[src/vblm_pkg.sv]
// Shared constants and types for the video black level monitor.
// Assumes byte-wide subaddress register access from the host port.
package vblm_pkg;

    // =========================================================
    // Register subaddresses
    localparam logic [7:0] ADDR_BLUE_TRIM   = 8'h1e;
    localparam logic [7:0] ADDR_GREEN_TRIM  = 8'h1f;
    localparam logic [7:0] ADDR_RED_TRIM    = 8'h20;
    localparam logic [7:0] ADDR_BLUE_LOW    = 8'h23;
    localparam logic [7:0] ADDR_GREEN_LOW   = 8'h24;
    localparam logic [7:0] ADDR_RED_LOW     = 8'h25;
    localparam logic [7:0] ADDR_LOOP_SWITCH = 8'h26;
    localparam logic [7:0] ADDR_HIGH_BITS   = 8'h27;
    localparam logic [7:0] ADDR_FILTER_COEF = 8'h28;
    localparam logic [7:0] ADDR_FIXED_SLOT  = 8'h29;
    localparam logic [7:0] ADDR_WINDOW_POS  = 8'h31;

    // =========================================================
    // Reset values
    localparam logic [5:0] TRIM_RST        = 6'h10;
    localparam logic [7:0] LOOP_SWITCH_RST = 8'h80;
    localparam logic [6:0] FILTER_COEF_RST = 7'h53;
    localparam logic [7:0] FIXED_SLOT_RST  = 8'h08;
    localparam logic [7:0] WINDOW_POS_RST  = 8'h5a;

    // =========================================================
    // Field positions
    localparam int SWITCH_BIT     = 7;
    localparam int VERT_LSB       = 3;
    localparam int HORIZ_LSB      = 0;
    localparam int TRIM_SIGN_BIT  = 5;
    localparam int HIGH_BLUE_LSB  = 0;
    localparam int HIGH_GREEN_LSB = 2;
    localparam int HIGH_RED_LSB   = 4;

    // =========================================================
    // Arithmetic constants
    localparam logic [9:0] LEVEL_MIDSCALE = 10'h200;
    localparam logic [3:0] VERT_MAX_SHIFT = 4'ha;
    localparam int         FRAC_BITS      = 10;
    localparam int         TRIM_STEP_SHIFT = 2;

    typedef enum logic [2:0]
    {
        WIN_IDLE    = 3'b001,
        WIN_PLACE   = 3'b010,
        WIN_MEASURE = 3'b100
    } vblm_win_state_type;

endpackage

[src/vblm_window_if.sv]
// Carries the measurement window timing to the per-channel averagers.
// Assumes one clock domain shared by all users.
`timescale 1ns/1ps
interface vblm_window_if;
    logic       sample_en;
    logic       line_done;
    logic       enable;
    logic [2:0] horiz_code;
    logic [7:0] position;

    modport timer (output sample_en, output line_done,
                   input enable, input horiz_code, input position);
    modport filt  (input sample_en, input line_done, input horiz_code);
endinterface

[src/vblm_window_timer.sv]
// Places the level measurement window after the chosen sync edge.
// Assumes the sync pin is asynchronous to i_clk.
`timescale 1ns/1ps
module vblm_window_timer
    import vblm_pkg::*;
(
    input  wire logic   i_clk,            // Sample clock
    input  wire logic   i_sys_rst,        // Synchronous reset
    input  wire logic   i_hsync,          // Sync pin, active high
    input  wire logic   i_edge_trailing,  // 1 = falling edge reference
    vblm_window_if.timer win              // Window timing out
);
    logic [2:0]         sync_pipe;
    logic               sync_level;
    logic               sync_edge;
    logic [7:0]         place_cnt;
    logic [8:0]         tap_cnt;
    vblm_win_state_type state;
    wire  [8:0]         taps = 9'd2 << win.horiz_code;

    // Change counts only once stages two and three agree
    assign sync_edge = (sync_pipe[1] == sync_pipe[2])
                     && (sync_pipe[2] != sync_level)
                     && (sync_pipe[2] == ~i_edge_trailing);
    assign win.sample_en = (state == WIN_MEASURE);
    assign win.line_done = win.sample_en && (tap_cnt == 9'd1);

    always_ff @(posedge i_clk)
    begin
        if (i_sys_rst)
        begin
            sync_pipe  <= 3'h0;
            sync_level <= 1'b0;
        end
        else
        begin
            sync_pipe <= {sync_pipe[1:0], i_hsync};
            if (sync_pipe[1] == sync_pipe[2])
                sync_level <= sync_pipe[2];
        end
    end

    always_ff @(posedge i_clk)
    begin
        if (i_sys_rst || !win.enable)
        begin
            state     <= WIN_IDLE;
            place_cnt <= 8'h0;
            tap_cnt   <= 9'h0;
        end
        else
        begin
            case (state)
                WIN_IDLE:
                    if (sync_edge)
                    begin
                        place_cnt <= win.position;
                        tap_cnt   <= taps;
                        state <= (win.position == 8'h0) ? WIN_MEASURE
                                                        : WIN_PLACE;
                    end
                WIN_PLACE:
                begin
                    place_cnt <= place_cnt - 8'd1;
                    if (place_cnt == 8'd1)
                        state <= WIN_MEASURE;
                end
                WIN_MEASURE:
                begin
                    tap_cnt <= tap_cnt - 9'd1;
                    if (tap_cnt == 9'd1)
                        state <= WIN_IDLE;
                end
                default:
                    state <= WIN_IDLE;
            endcase
        end
    end
endmodule

[src/vblm_horiz_average.sv]
// Running average of one channel over the measurement window.
// Assumes window strobes from vblm_window_timer on the same clock.
`timescale 1ns/1ps
module vblm_horiz_average
    import vblm_pkg::*;
#(
    parameter int DATA_W = 10,
    parameter int SUM_W  = 18
)
(
    input  wire logic              i_clk,         // Sample clock
    input  wire logic              i_sys_rst,     // Synchronous reset
    input  wire logic [DATA_W-1:0] i_sample,      // ADC code
    vblm_window_if.filt            win,           // Window timing in
    output logic      [DATA_W-1:0] o_meas,        // Line measurement
    output logic                   o_meas_valid   // One-cycle pulse
);
    logic [SUM_W-1:0] sum;
    wire  [SUM_W-1:0] next_sum = sum + SUM_W'(i_sample);
    wire  [3:0]       shift    = {1'b0, win.horiz_code} + 4'd1;
    wire  [SUM_W-1:0] avg      = next_sum >> shift;

    always_ff @(posedge i_clk)
    begin
        if (i_sys_rst)
        begin
            sum          <= '0;
            o_meas       <= '0;
            o_meas_valid <= 1'b0;
        end
        else
        begin
            // A window cut short leaves no partial sum behind
            sum          <= (win.sample_en && !win.line_done) ? next_sum : '0;
            o_meas_valid <= win.line_done;
            if (win.line_done)
                o_meas <= avg[DATA_W-1:0];
        end
    end
endmodule

[src/vblm_level_monitor.sv]
// Three-channel black level monitor with host register file.
// Assumes ADC samples arrive one per i_clk and the host register
// port is already in the i_clk domain.
//
// Overview of operation
// - Readback equals filtered ADC code minus 512, 10-bit two's complement.
// - Low eight readback bits of blue, green, red in three read-only slots.
// - Shared high register holds red 5:4, green 3:2, blue 1:0.
// - Enable register bit 7 turns measurement on; resets to 80h.
// - Filtered result updates exactly once per video line.
// - Vertical stage is recursive with coefficient 1/2^n; codes above nine use 1/1024.
// - Code zero makes the result equal the newest line measurement.
// - Horizontal stage averages 2^(n+1) samples, 2 up to 256.
// - Filter register holds vertical code 6:3, horizontal 2:0; resets 53h.
// - Trim is sign-magnitude, bit 5 negative, 4 counts per step.
// - Three trim registers in bits 5:0, each resetting to 10h.
// - Window starts a programmed number of clocks after the sync edge.
`timescale 1ns/1ps
module vblm_level_monitor
    import vblm_pkg::*;
#(
    parameter int DATA_W = 10,
    parameter int SUM_W  = 18
)
(
    input  wire logic              i_clk,             // 200 MHz clock
    input  wire logic              i_sys_rst,         // Sync reset, high
    input  wire logic [DATA_W-1:0] i_adc_blue,        // Blue ADC code
    input  wire logic [DATA_W-1:0] i_adc_green,       // Green ADC code
    input  wire logic [DATA_W-1:0] i_adc_red,         // Red ADC code
    input  wire logic              i_hsync,           // Sync pin
    input  wire logic              i_edge_trailing,   // Window reference
    input  wire logic              i_reg_wr,          // Write strobe
    input  wire logic              i_reg_rd,          // Read strobe
    input  wire logic [7:0]        i_reg_addr,        // Subaddress
    input  wire logic [7:0]        i_reg_wdata,       // Write data
    output logic      [7:0]        o_reg_rdata,       // Read data
    output logic                   o_reg_rvalid,      // Read data valid
    output logic      [5:0]        o_blue_trim,       // Blue analog trim
    output logic      [5:0]        o_green_trim,      // Green analog trim
    output logic      [5:0]        o_red_trim,        // Red analog trim
    output logic signed [7:0]      o_blue_trim_cnt,   // Blue trim counts
    output logic signed [7:0]      o_green_trim_cnt,  // Green trim counts
    output logic signed [7:0]      o_red_trim_cnt,    // Red trim counts
    output logic                   o_line_update      // Update pulse
);
    localparam int ACC_W = DATA_W + FRAC_BITS;

    // =========================================================
    // Decoding helpers

    // Codes past ten all saturate at the slowest coefficient
    function automatic logic [3:0] vert_shift(input logic [3:0] code);
        vert_shift = (code > VERT_MAX_SHIFT) ? VERT_MAX_SHIFT : code;
    endfunction

    // Sign-magnitude trim code to signed ADC counts
    function automatic logic signed [7:0] trim_counts(
        input logic [5:0] code);
        logic [7:0] mag;
        mag = {1'b0, code[TRIM_SIGN_BIT-1:0], 2'b00};
        trim_counts = code[TRIM_SIGN_BIT] ? -$signed(mag)
                                          : $signed(mag);
    endfunction

    // =========================================================
    // Register state
    logic [5:0]  trim [3];
    logic        loop_on;
    logic [6:0]  filter_coef;
    logic [7:0]  fixed_slot;
    logic [7:0]  window_pos;
    logic [9:0]  readback [3];

    wire  [3:0]  vert_code  = filter_coef[6:VERT_LSB];
    wire  [2:0]  horiz_code = filter_coef[2:HORIZ_LSB];
    wire  [3:0]  vshift     = vert_shift(vert_code);

    wire wr_blue_trim   = i_reg_wr && (i_reg_addr == ADDR_BLUE_TRIM);
    wire wr_green_trim  = i_reg_wr && (i_reg_addr == ADDR_GREEN_TRIM);
    wire wr_red_trim    = i_reg_wr && (i_reg_addr == ADDR_RED_TRIM);
    wire wr_loop_switch = i_reg_wr && (i_reg_addr == ADDR_LOOP_SWITCH);
    wire wr_filter_coef = i_reg_wr && (i_reg_addr == ADDR_FILTER_COEF);
    wire wr_fixed_slot  = i_reg_wr && (i_reg_addr == ADDR_FIXED_SLOT);
    wire wr_window_pos  = i_reg_wr && (i_reg_addr == ADDR_WINDOW_POS);

    // =========================================================
    // Writable registers
    always_ff @(posedge i_clk)
    begin
        if (i_sys_rst)
        begin
            trim[0]     <= TRIM_RST;
            trim[1]     <= TRIM_RST;
            trim[2]     <= TRIM_RST;
            loop_on     <= LOOP_SWITCH_RST[SWITCH_BIT];
            filter_coef <= FILTER_COEF_RST;
            fixed_slot  <= FIXED_SLOT_RST;
            window_pos  <= WINDOW_POS_RST;
        end
        else
        begin
            if (wr_blue_trim)
                trim[0] <= i_reg_wdata[5:0];
            if (wr_green_trim)
                trim[1] <= i_reg_wdata[5:0];
            if (wr_red_trim)
                trim[2] <= i_reg_wdata[5:0];
            if (wr_loop_switch)
                loop_on <= i_reg_wdata[SWITCH_BIT];
            if (wr_filter_coef)
                filter_coef <= i_reg_wdata[6:0];
            // Stored as written; the value that works is up to software
            if (wr_fixed_slot)
                fixed_slot <= i_reg_wdata;
            if (wr_window_pos)
                window_pos <= i_reg_wdata;
        end
    end

    // =========================================================
    // Trim outputs
    always_ff @(posedge i_clk)
    begin
        if (i_sys_rst)
        begin
            o_blue_trim_cnt  <= 8'sh0;
            o_green_trim_cnt <= 8'sh0;
            o_red_trim_cnt   <= 8'sh0;
        end
        else
        begin
            o_blue_trim_cnt  <= trim_counts(trim[0]);
            o_green_trim_cnt <= trim_counts(trim[1]);
            o_red_trim_cnt   <= trim_counts(trim[2]);
        end
    end

    assign o_blue_trim  = trim[0];
    assign o_green_trim = trim[1];
    assign o_red_trim   = trim[2];

    // =========================================================
    // Window timing
    vblm_window_if win_bus ();

    assign win_bus.enable     = loop_on;
    assign win_bus.horiz_code = horiz_code;
    assign win_bus.position   = window_pos;

    vblm_window_timer u_timer
    (
        .i_clk           (i_clk),
        .i_sys_rst       (i_sys_rst),
        .i_hsync         (i_hsync),
        .i_edge_trailing (i_edge_trailing),
        .win             (win_bus)
    );

    // =========================================================
    // Per-channel filtering
    wire  [DATA_W-1:0] adc [3];
    logic [DATA_W-1:0] meas [3];
    logic [2:0]        meas_valid;
    logic [ACC_W-1:0]  level_acc [3];
    logic [ACC_W-1:0]  next_acc [3];

    assign adc[0] = i_adc_blue;
    assign adc[1] = i_adc_green;
    assign adc[2] = i_adc_red;

    genvar ch;
    generate
        for (ch = 0; ch < 3; ch++)
        begin : g_chan
            wire [ACC_W-1:0]  target = {meas[ch], FRAC_BITS'(0)};
            wire signed [ACC_W:0] diff =
                $signed({1'b0, target}) - $signed({1'b0, level_acc[ch]});
            wire signed [ACC_W:0] step = diff >>> vshift;

            vblm_horiz_average #(
                .DATA_W (DATA_W),
                .SUM_W  (SUM_W)
            ) u_avg
            (
                .i_clk        (i_clk),
                .i_sys_rst    (i_sys_rst),
                .i_sample     (adc[ch]),
                .win          (win_bus),
                .o_meas       (meas[ch]),
                .o_meas_valid (meas_valid[ch])
            );

            // Shift of zero takes the whole difference in one line
            assign next_acc[ch] = level_acc[ch] + step[ACC_W-1:0];

            always_ff @(posedge i_clk)
            begin
                if (i_sys_rst)
                begin
                    level_acc[ch] <= {LEVEL_MIDSCALE, FRAC_BITS'(0)};
                    readback[ch]  <= 10'h0;
                end
                else if (meas_valid[ch])
                begin
                    level_acc[ch] <= next_acc[ch];
                    // Both halves come from one register, one update
                    readback[ch]  <= {~next_acc[ch][ACC_W-1],
                                      next_acc[ch][ACC_W-2:FRAC_BITS]};
                end
            end
        end
    endgenerate

    // Line update pulse; no pulse while disabled, so state holds
    always_ff @(posedge i_clk)
    begin
        if (i_sys_rst)
            o_line_update <= 1'b0;
        else
            o_line_update <= meas_valid[0];
    end

    // =========================================================
    // Read decode
    logic [7:0] rd_mux;
    wire  [7:0] high_bits = {2'b00,
                             readback[2][9:8],
                             readback[1][9:8],
                             readback[0][9:8]};

    always_comb
    begin
        if (i_reg_addr == ADDR_BLUE_TRIM)
            rd_mux = {2'b00, trim[0]};
        else if (i_reg_addr == ADDR_GREEN_TRIM)
            rd_mux = {2'b00, trim[1]};
        else if (i_reg_addr == ADDR_RED_TRIM)
            rd_mux = {2'b00, trim[2]};
        else if (i_reg_addr == ADDR_BLUE_LOW)
            rd_mux = readback[0][7:0];
        else if (i_reg_addr == ADDR_GREEN_LOW)
            rd_mux = readback[1][7:0];
        else if (i_reg_addr == ADDR_RED_LOW)
            rd_mux = readback[2][7:0];
        else if (i_reg_addr == ADDR_LOOP_SWITCH)
            rd_mux = {loop_on, 7'h00};
        else if (i_reg_addr == ADDR_HIGH_BITS)
            rd_mux = high_bits;
        else if (i_reg_addr == ADDR_FILTER_COEF)
            rd_mux = {1'b0, filter_coef};
        else if (i_reg_addr == ADDR_FIXED_SLOT)
            rd_mux = fixed_slot;
        else if (i_reg_addr == ADDR_WINDOW_POS)
            rd_mux = window_pos;
        else
            rd_mux = 8'h00;
    end

    always_ff @(posedge i_clk)
    begin
        if (i_sys_rst)
        begin
            o_reg_rdata  <= 8'h00;
            o_reg_rvalid <= 1'b0;
        end
        else
        begin
            o_reg_rvalid <= i_reg_rd;
            if (i_reg_rd)
                o_reg_rdata <= rd_mux;
        end
    end
endmodule

[config.mk]
export PLATFORM = sky130hd
export DESIGN_NAME = vblm_level_monitor
export DESIGN_NICKNAME = d
export VERILOG_FILES = /design/src/vblm_pkg.sv /design/src/vblm_window_if.sv /design/src/vblm_window_timer.sv /design/src/vblm_horiz_average.sv /design/src/vblm_level_monitor.sv
export SDC_FILE = /design/constraint.sdc
export NUM_CORES = 1
export LEC_CHECK = 0
export ABC_AREA = 1
export BUFFER_PORTS_ARGS = -buffer_cell sky130_fd_sc_hd__buf_2
export CAP_MARGIN = 10
export CORE_MARGIN = 4
export CORE_UTILIZATION = 57
export CTS_BUF_LIST = sky130_fd_sc_hd__clkbuf_16
export CTS_CLUSTER_DIAMETER = 60
export CTS_CLUSTER_SIZE = 28
export DETAILED_ROUTE_END_ITERATION = 12
export PLACE_DENSITY = 0.83
export SYNTH_ARGS = -nofsm -noshare
export SYNTH_HDL_FRONTEND = slang
export SYNTH_SLANG_ARGS = --single-unit
export TNS_END_PERCENT = 50
[constraint.sdc]
create_clock -name i_clk -period 7.21 [get_ports i_clk]
set_input_delay 0.721 -clock i_clk [delete_from_list [all_inputs] [get_ports i_clk]]
set_output_delay 0.721 -clock i_clk [all_outputs]
set_load 0.01 [all_outputs]
==> metrics, run 1 <==
status=finished clean; syn_area_per_cell=6.30 um^2; detailed-router iteration count before antenna repair=8; Clk Latency, worst-skew pair=0.59 ns; Hold Crit Class=input pin to register; EDFF count, synth=81; largest net degree at the start of global routing=64; commonest non-fill, non-tap cells in the layout=nand2_1 (839), nand3_1 (445), inv_1 (408); final period utilization=65.5%; Max Fclk=0.212 GHz; cells along the critical path=nand2_1, nand2_1, nand2_1, inv_2, nor2_4, buf_4, inv_2, nand3_1, nand2_1, o211ai_1, inv_1, ha_1, inv_1, fa_1, o31ai_2, nand3_1, o211ai_1, nand2_1, nand2_1, nand2_1, nand2_1, o21ai_0, a21oi_1; # resized after CTS=0; Most used DFF post-synth=dfxtp_1; Hold Buf Count CTS=0; Crit path largest cell delay=0.80 ns; Post-CTS Setup Inserts=0; max-slew violations=0; IO Port Bufs=97; WL final=67200 um; crit-path max FO=57; Yosys top cell by area=dfxtp_1; initial antenna violation count=1; minimum hold slack=0.354 ns; Cell Rows=69; CTS tree=yes; CP Data Arrival Time=5.15 ns; first-pass GRT wire length=108000 um; DRC violations left=0; skew final=0.0202 ns; Fin Setup TNS=0 ns; Lkg Pwr=10.9 nW; DR iter-0 viols=2751; Die Y-Extent=199 um; synthesis-to-finish area growth=8.29%; Sinks on Clock Net=242; area of the core=35800 um^2; async set-reset flop share out of synthesis=0%; Synth area leaders=dfxtp_1 (15%), nand2_1 (15%), edfxtp_1 (12%); ratio of cells with drive above 1 in the final layout=6.73%; Post-Place Cell Area=21500 um^2; worst slew pin tran=1.04 ns; die span in x=199 um; Die ar.=39600 um^2; Pwr Total=0.00341 W; crit path launch type=register; detailed-route via count=23000; vias in the first global route=21200; Hold Fails Final Rpt=0; Final ANT Viol Nets=0; slew margin rel.=30.1%; PwrDens=151 nW/um^2; Synth Register Bits=242; RSZ-0062 raised after global routing=no; via-per-instance ratio=6.01; Req. time, crit path=7.64 ns; wire length per cell=17.5 um; CP endpoint kind=register; Worst VDD drop=0.217 mV; cell area after layout=22500 um^2; Synth top area share=15.5%; n_diodes=0; CTS Buf Count=27; Setup CP Type=register to register; Final HPWL DP=51600 um; Clk pin slew, worst setup/hold paths=0.08 ns; cell mode on critical path=nand2_1; synth warn=0; total track usage=32.9%; count of cell types in the netlist=61; Slowest-stage cell, CP=inv_2; gp weighted congestion=1.00; total of max-cap violations=0; H-tree levels=1; grt ovf=0; most common cell after layout, fill and taps aside=nand2_1; root buffer cell=clkbuf_16; IO Count=104; final core occ=62.9%; Initial Util=58.1%; Setup Viol. Count Final=0; Max clock buf depth=3; sequential area share after synthesis=27.2%; Period minus WS final=4.72 ns; layout net count=3535; Cells after Synth=3302; Cell Area, Synth=20800 um^2
-- stage by stage --
step	instances	setup slack, ns
4_1_cts	3832	2.63
6_report	3832	2.49
3_5_place_dp	3782	2.67
2_1_floorplan	3307	3.74
3_3_place_gp	3782	2.80
5_1_grt	3832	2.16
-- path summary, 6_finish.rpt --
| kind | startpoint | endpoint | slack [ns] | depth (start not counted) |
|---|---|---|---|---|
| setup reg to reg | filter_coef[3] | readback[1][6] | 2.49 | 23 |
| hold reg to reg | u_timer.sync_pipe[0] | u_timer.sync_pipe[1] | 0.42 | 2 |
| setup / recovery | filter_coef[3] | readback[1][6] | 2.49 | 23 |
| hold / removal | i_hsync | u_timer.sync_pipe[0] | 0.35 | 3 |
-- layout make-up --
type / instances / area (um^2)
Inverter: 440 / 1650
Tap cell: 461 / 577
Sequential cell: 242 / 5660
Clock buffer: 28 / 701
Fill cell: 3395 / 13300
Timing Repair Buffer: 111 / 591
Multi-Input combinational cell: 2528 / 13100
Clock inverter: 22 / 295
-- registers in the layout, indices dropped and copies added (netlist names), 3 cells and up --
signal	count
o_green_trim_cnt	6
win_bus.position	8
g_chan.u_avg.o_meas	30
u_timer.state	3
g_chan.u_avg.sum	54
fixed_slot	8
u_timer.place_cnt	8
readback	30
filter_coef	7
u_timer.tap_cnt	9
o_red_trim_cnt	6
level_acc	33
trim	18
o_blue_trim_cnt	6
u_timer.sync_pipe	3
o_reg_rdata	8
-- worst max-delay path, delay by kind of cell, from the launching register on --
kind / cells / cell delay (ns)
buf+inv: 5 / 1.35
simple gates: 11 / 1.14
compound gates: 5 / 0.92
fa+ha+maj: 2 / 0.57
flops: 1 / 0.56
-- cells by family after synthesis --
kind of cell | Yosys count | share of synthesized area [%]
flops | 242 | 27.2
mux | 8 | 0.385
other cells | 1 | 0.0180
xor+xnor | 38 | 1.60
simple gates | 1687 | 35.2
fa+ha+maj | 133 | 8.21
compound gates | 656 | 17.2
buf+inv | 537 | 10.2
-- metal layers --
metal | GRT usage [%] | wire [um] | up-vias | part of all wire, %
met5 | 0 | 9 | - | 0.013
met4 | 10.8 | 2370 | 2 | 3.5
met3 | 4.89 | 6240 | 169 | 9.3
met2 | 53.0 | 29600 | 1148 | 44
met1 | 45.7 | 29000 | 10600 | 43
li1 | - | - | 11200 | -
-- synth_stat cells, types with 5 or more instances --
cell type	n
buf_2	20
nand2_1	840
fa_1	6
xor2_1	17
clkinv_1	6
xnor2_1	21
dfxtp_1	161
clkbuf_1	48
buf_1	13
o21bai_1	12
o21a_1	23
inv_2	27
nor2_1	267
or2_2	7
nor3_1	31
a21o_1	7
nor3_4	5
edfxtp_1	81
a31oi_1	30
a21oi_1	302
inv_1	406
o21ai_1	54
o211ai_1	21
nor2_2	5
nand3b_1	9
nand3_1	445
ha_1	127
nand4_1	49
o21ai_0	176
mux2i_1	8
buf_6	5
buf_4	11
or2_1	7
-- power breakdown --
group          total (W)  switching, W  internal (W)
clock            0.00153      0.000727      0.000807
sequential       0.00147     0.0000311       0.00143
combinational   0.000414      0.000282      0.000132
Note: power is estimated with default switching activity, not from simulation.
==> inputs of run 2 (changes only) <==
==> constraint.sdc (replaced) <==
create_clock -name i_clk -period 4.9 [get_ports i_clk]
set_input_delay 0.49 -clock i_clk [delete_from_list [all_inputs] [get_ports i_clk]]
set_output_delay 0.49 -clock i_clk [all_outputs]
set_load 0.01 [all_outputs]
==> metrics, run 2 (synthesized netlist as in run 1, its figures left out) <==
synthesis-to-finish area growth=8.18% (about the same); PnR worst setup slack=0.339 ns (-2.15 ns); Lkg Pwr=10.9 nW (+0.17%); crit-path max FO=55 (-3.5%); largest net degree at the start of global routing=64 (unchanged); Initial Util=58.1% (unchanged); slew margin rel.=27.7% (-2.4 points); top flop regs=g_chan.u_avg.sum x54, level_acc x33; Clk Latency, worst-skew pair=0.59 ns (about the same); Post-Place Cell Area=21600 um^2 (+0.23%); first-pass GRT wire length=108000 um (+0.24%); cell area after layout=22500 um^2 (about the same); # resized after CTS=0 (unchanged); DRC violations left=0 (unchanged); Buf/Inv on CP=1 (-4); Cell Rows=69 (unchanged); gp weighted congestion=1.03 (+2.7%); pre-CTS WS=0.523 ns (-2.15 ns); Post-CTS Setup Inserts=0 (unchanged); Sinks on Clock Net=242 (unchanged); status=finished clean; PwrDens=218 nW/um^2 (+44%); Die Y-Extent=199 um (unchanged); Hold Crit Class=input pin to register; ratio of cells with drive above 1 in the final layout=6.78% (+0.045 points); Max clock buf depth=3 (unchanged); Reg power frac=43.9% (+1.0 points); root buffer cell=clkbuf_16; switching power=0.00143 W (+37%); commonest non-fill, non-tap cells in the layout=nand2_1 (839), nand3_1 (445), inv_1 (411); grt ovf=0 (unchanged); final core occ=62.8% (about the same); worst slew pin tran=1.08 ns (+0.0361 ns); detailed-route via count=23000 (-0.33%); max-slew violations=0 (unchanged); via-per-instance ratio=5.98 (-0.52%); cell mode on critical path=nand2_1; Gate power share=12.5% (+0.4 points); Crit path largest cell delay=0.59 ns (-0.21 ns); multi-input logic area=13100 um^2 (unchanged); final period utilization=93.1% (+28 points); skew final=0.0275 ns (+0.00736 ns); H-tree levels=1 (unchanged); Fin Setup TNS=0 ns (unchanged); register area=5660 um^2 (unchanged); IO Port Bufs=97 (unchanged); Slowest-stage cell, CP=dfxtp_1; Final ANT Viol Nets=0 (unchanged); n_diodes=0 (unchanged); Sw Share=29.0% (-1.4 points); RSZ-0062 raised after global routing=no; initial antenna violation count=0 (-1); Req. time, crit path=5.23 ns (-2.41 ns); CP Data Arrival Time=4.89 ns (-0.26 ns); Max Fclk=0.219 GHz (+3.5%); most common cell after layout, fill and taps aside=nand2_1; Finished Layout Cells=3839 (+0.18%); layout net count=3541 (+0.17%); Die ar.=39600 um^2 (unchanged); CTS tree=yes; DR iter-0 viols=2327 (-15%); clock share of power=43.7% (-1.2 points); Setup Viol. Count Final=0 (unchanged); die span in x=199 um (unchanged); crit path launch type=register; total of max-cap violations=0 (unchanged); Hold Fails Final Rpt=0 (unchanged); FILL cells=3350 (-1.3%); Setup CP Type=register to register; IO Count=104 (unchanged); Clk pin slew, worst setup/hold paths=0.07 ns (about the same); Biggest register=g_chan.u_avg.sum; CP endpoint kind=register; Final HPWL DP=51800 um (+0.26%); Period minus WS final=4.56 ns (-0.160 ns); detailed-router iteration count before antenna repair=6 (-2); vias in the first global route=21000 (-1.2%); max FFs per register=54 (unchanged); WL final=67400 um (+0.28%); total track usage=32.9% (about the same); Worst VDD drop=0.488 mV (+120%); Internal=0.00348 W (+47%); Cell Count Post-Placement=3787 (+0.13%); Top delay family on crit path=simple AND/OR/NAND/NOR gates; area of the core=35800 um^2 (unchanged); cells along the critical path=nand2_1, nand2_1, nand2_1, nand2_4, inv_4, or2_1, nand3_1, nand2_1, nand2_1, nand2_1, a31oi_1, ha_1, nand2_1, a21oi_1, nor2_1, nand2_1, nand2_1, nand2_1, a21oi_1, o21ai_1, o21ai_0, a21oi_1; CTS Buf Count=28 (+3.7%); wire length per cell=17.6 um (about the same); Hold Buf Count CTS=0 (unchanged)
run 2: cell type report:
cell class / instances / area share (%)
Multi-Input combinational cell: 2528 / 58.0
Sequential cell: 242 / 25.1
Inverter: 440 / 7.35
Clock buffer: 28 / 3.11
Timing Repair Buffer: 116 / 2.85
Tap cell: 461 / 2.56
Clock inverter: 24 / 0.995
run 2: path summary, 6_finish.rpt:
path,slack [ns],end,depth (start not counted),startpoint
worst max-delay path,0.34,readback[0][7],22,filter_coef[3]
worst min-delay path,0.12,u_timer.sync_pipe[0],3,i_hsync
worst min register to register,0.42,u_timer.sync_pipe[1],2,u_timer.sync_pipe[0]
worst max register to register,0.34,readback[0][7],22,filter_coef[3]
run 2: routing by layer:
layer	wire (um)	share of wire, %	vias up	track usage [%]
met1	29200	43	10500	46.4
met4	2040	3.0	0	9.47
li1	-	-	11200	-
met2	30100	45	1158	53.5
met5	0	0	-	0
met3	6030	9.0	120	4.03
run 2: power by group through the flow:
stage	clock network (W)	logic, W	registers, W
after floorplan	0	0.000413	0.00219
after global placement	0	0.000580	0.00220
after detailed placement	0	0.000591	0.00220
after CTS	0.00216	0.000598	0.00215
after global routing	0.00225	0.000685	0.00216
final	0.00214	0.000611	0.00215
run 2: tightest hold or removal path: stages:
cell and delay, ns:
buf_2 0.08, inv_1 0.03, nor2_1 0.07
run 2: through the flow:
step                      hold WS, ns  power [W]
after floorplan                 0.388    0.00261
after global placement          0.397    0.00278
after detailed placement        0.408    0.00279
after CTS                       0.105    0.00491
after global routing            0.117    0.00509
final                           0.118    0.00491
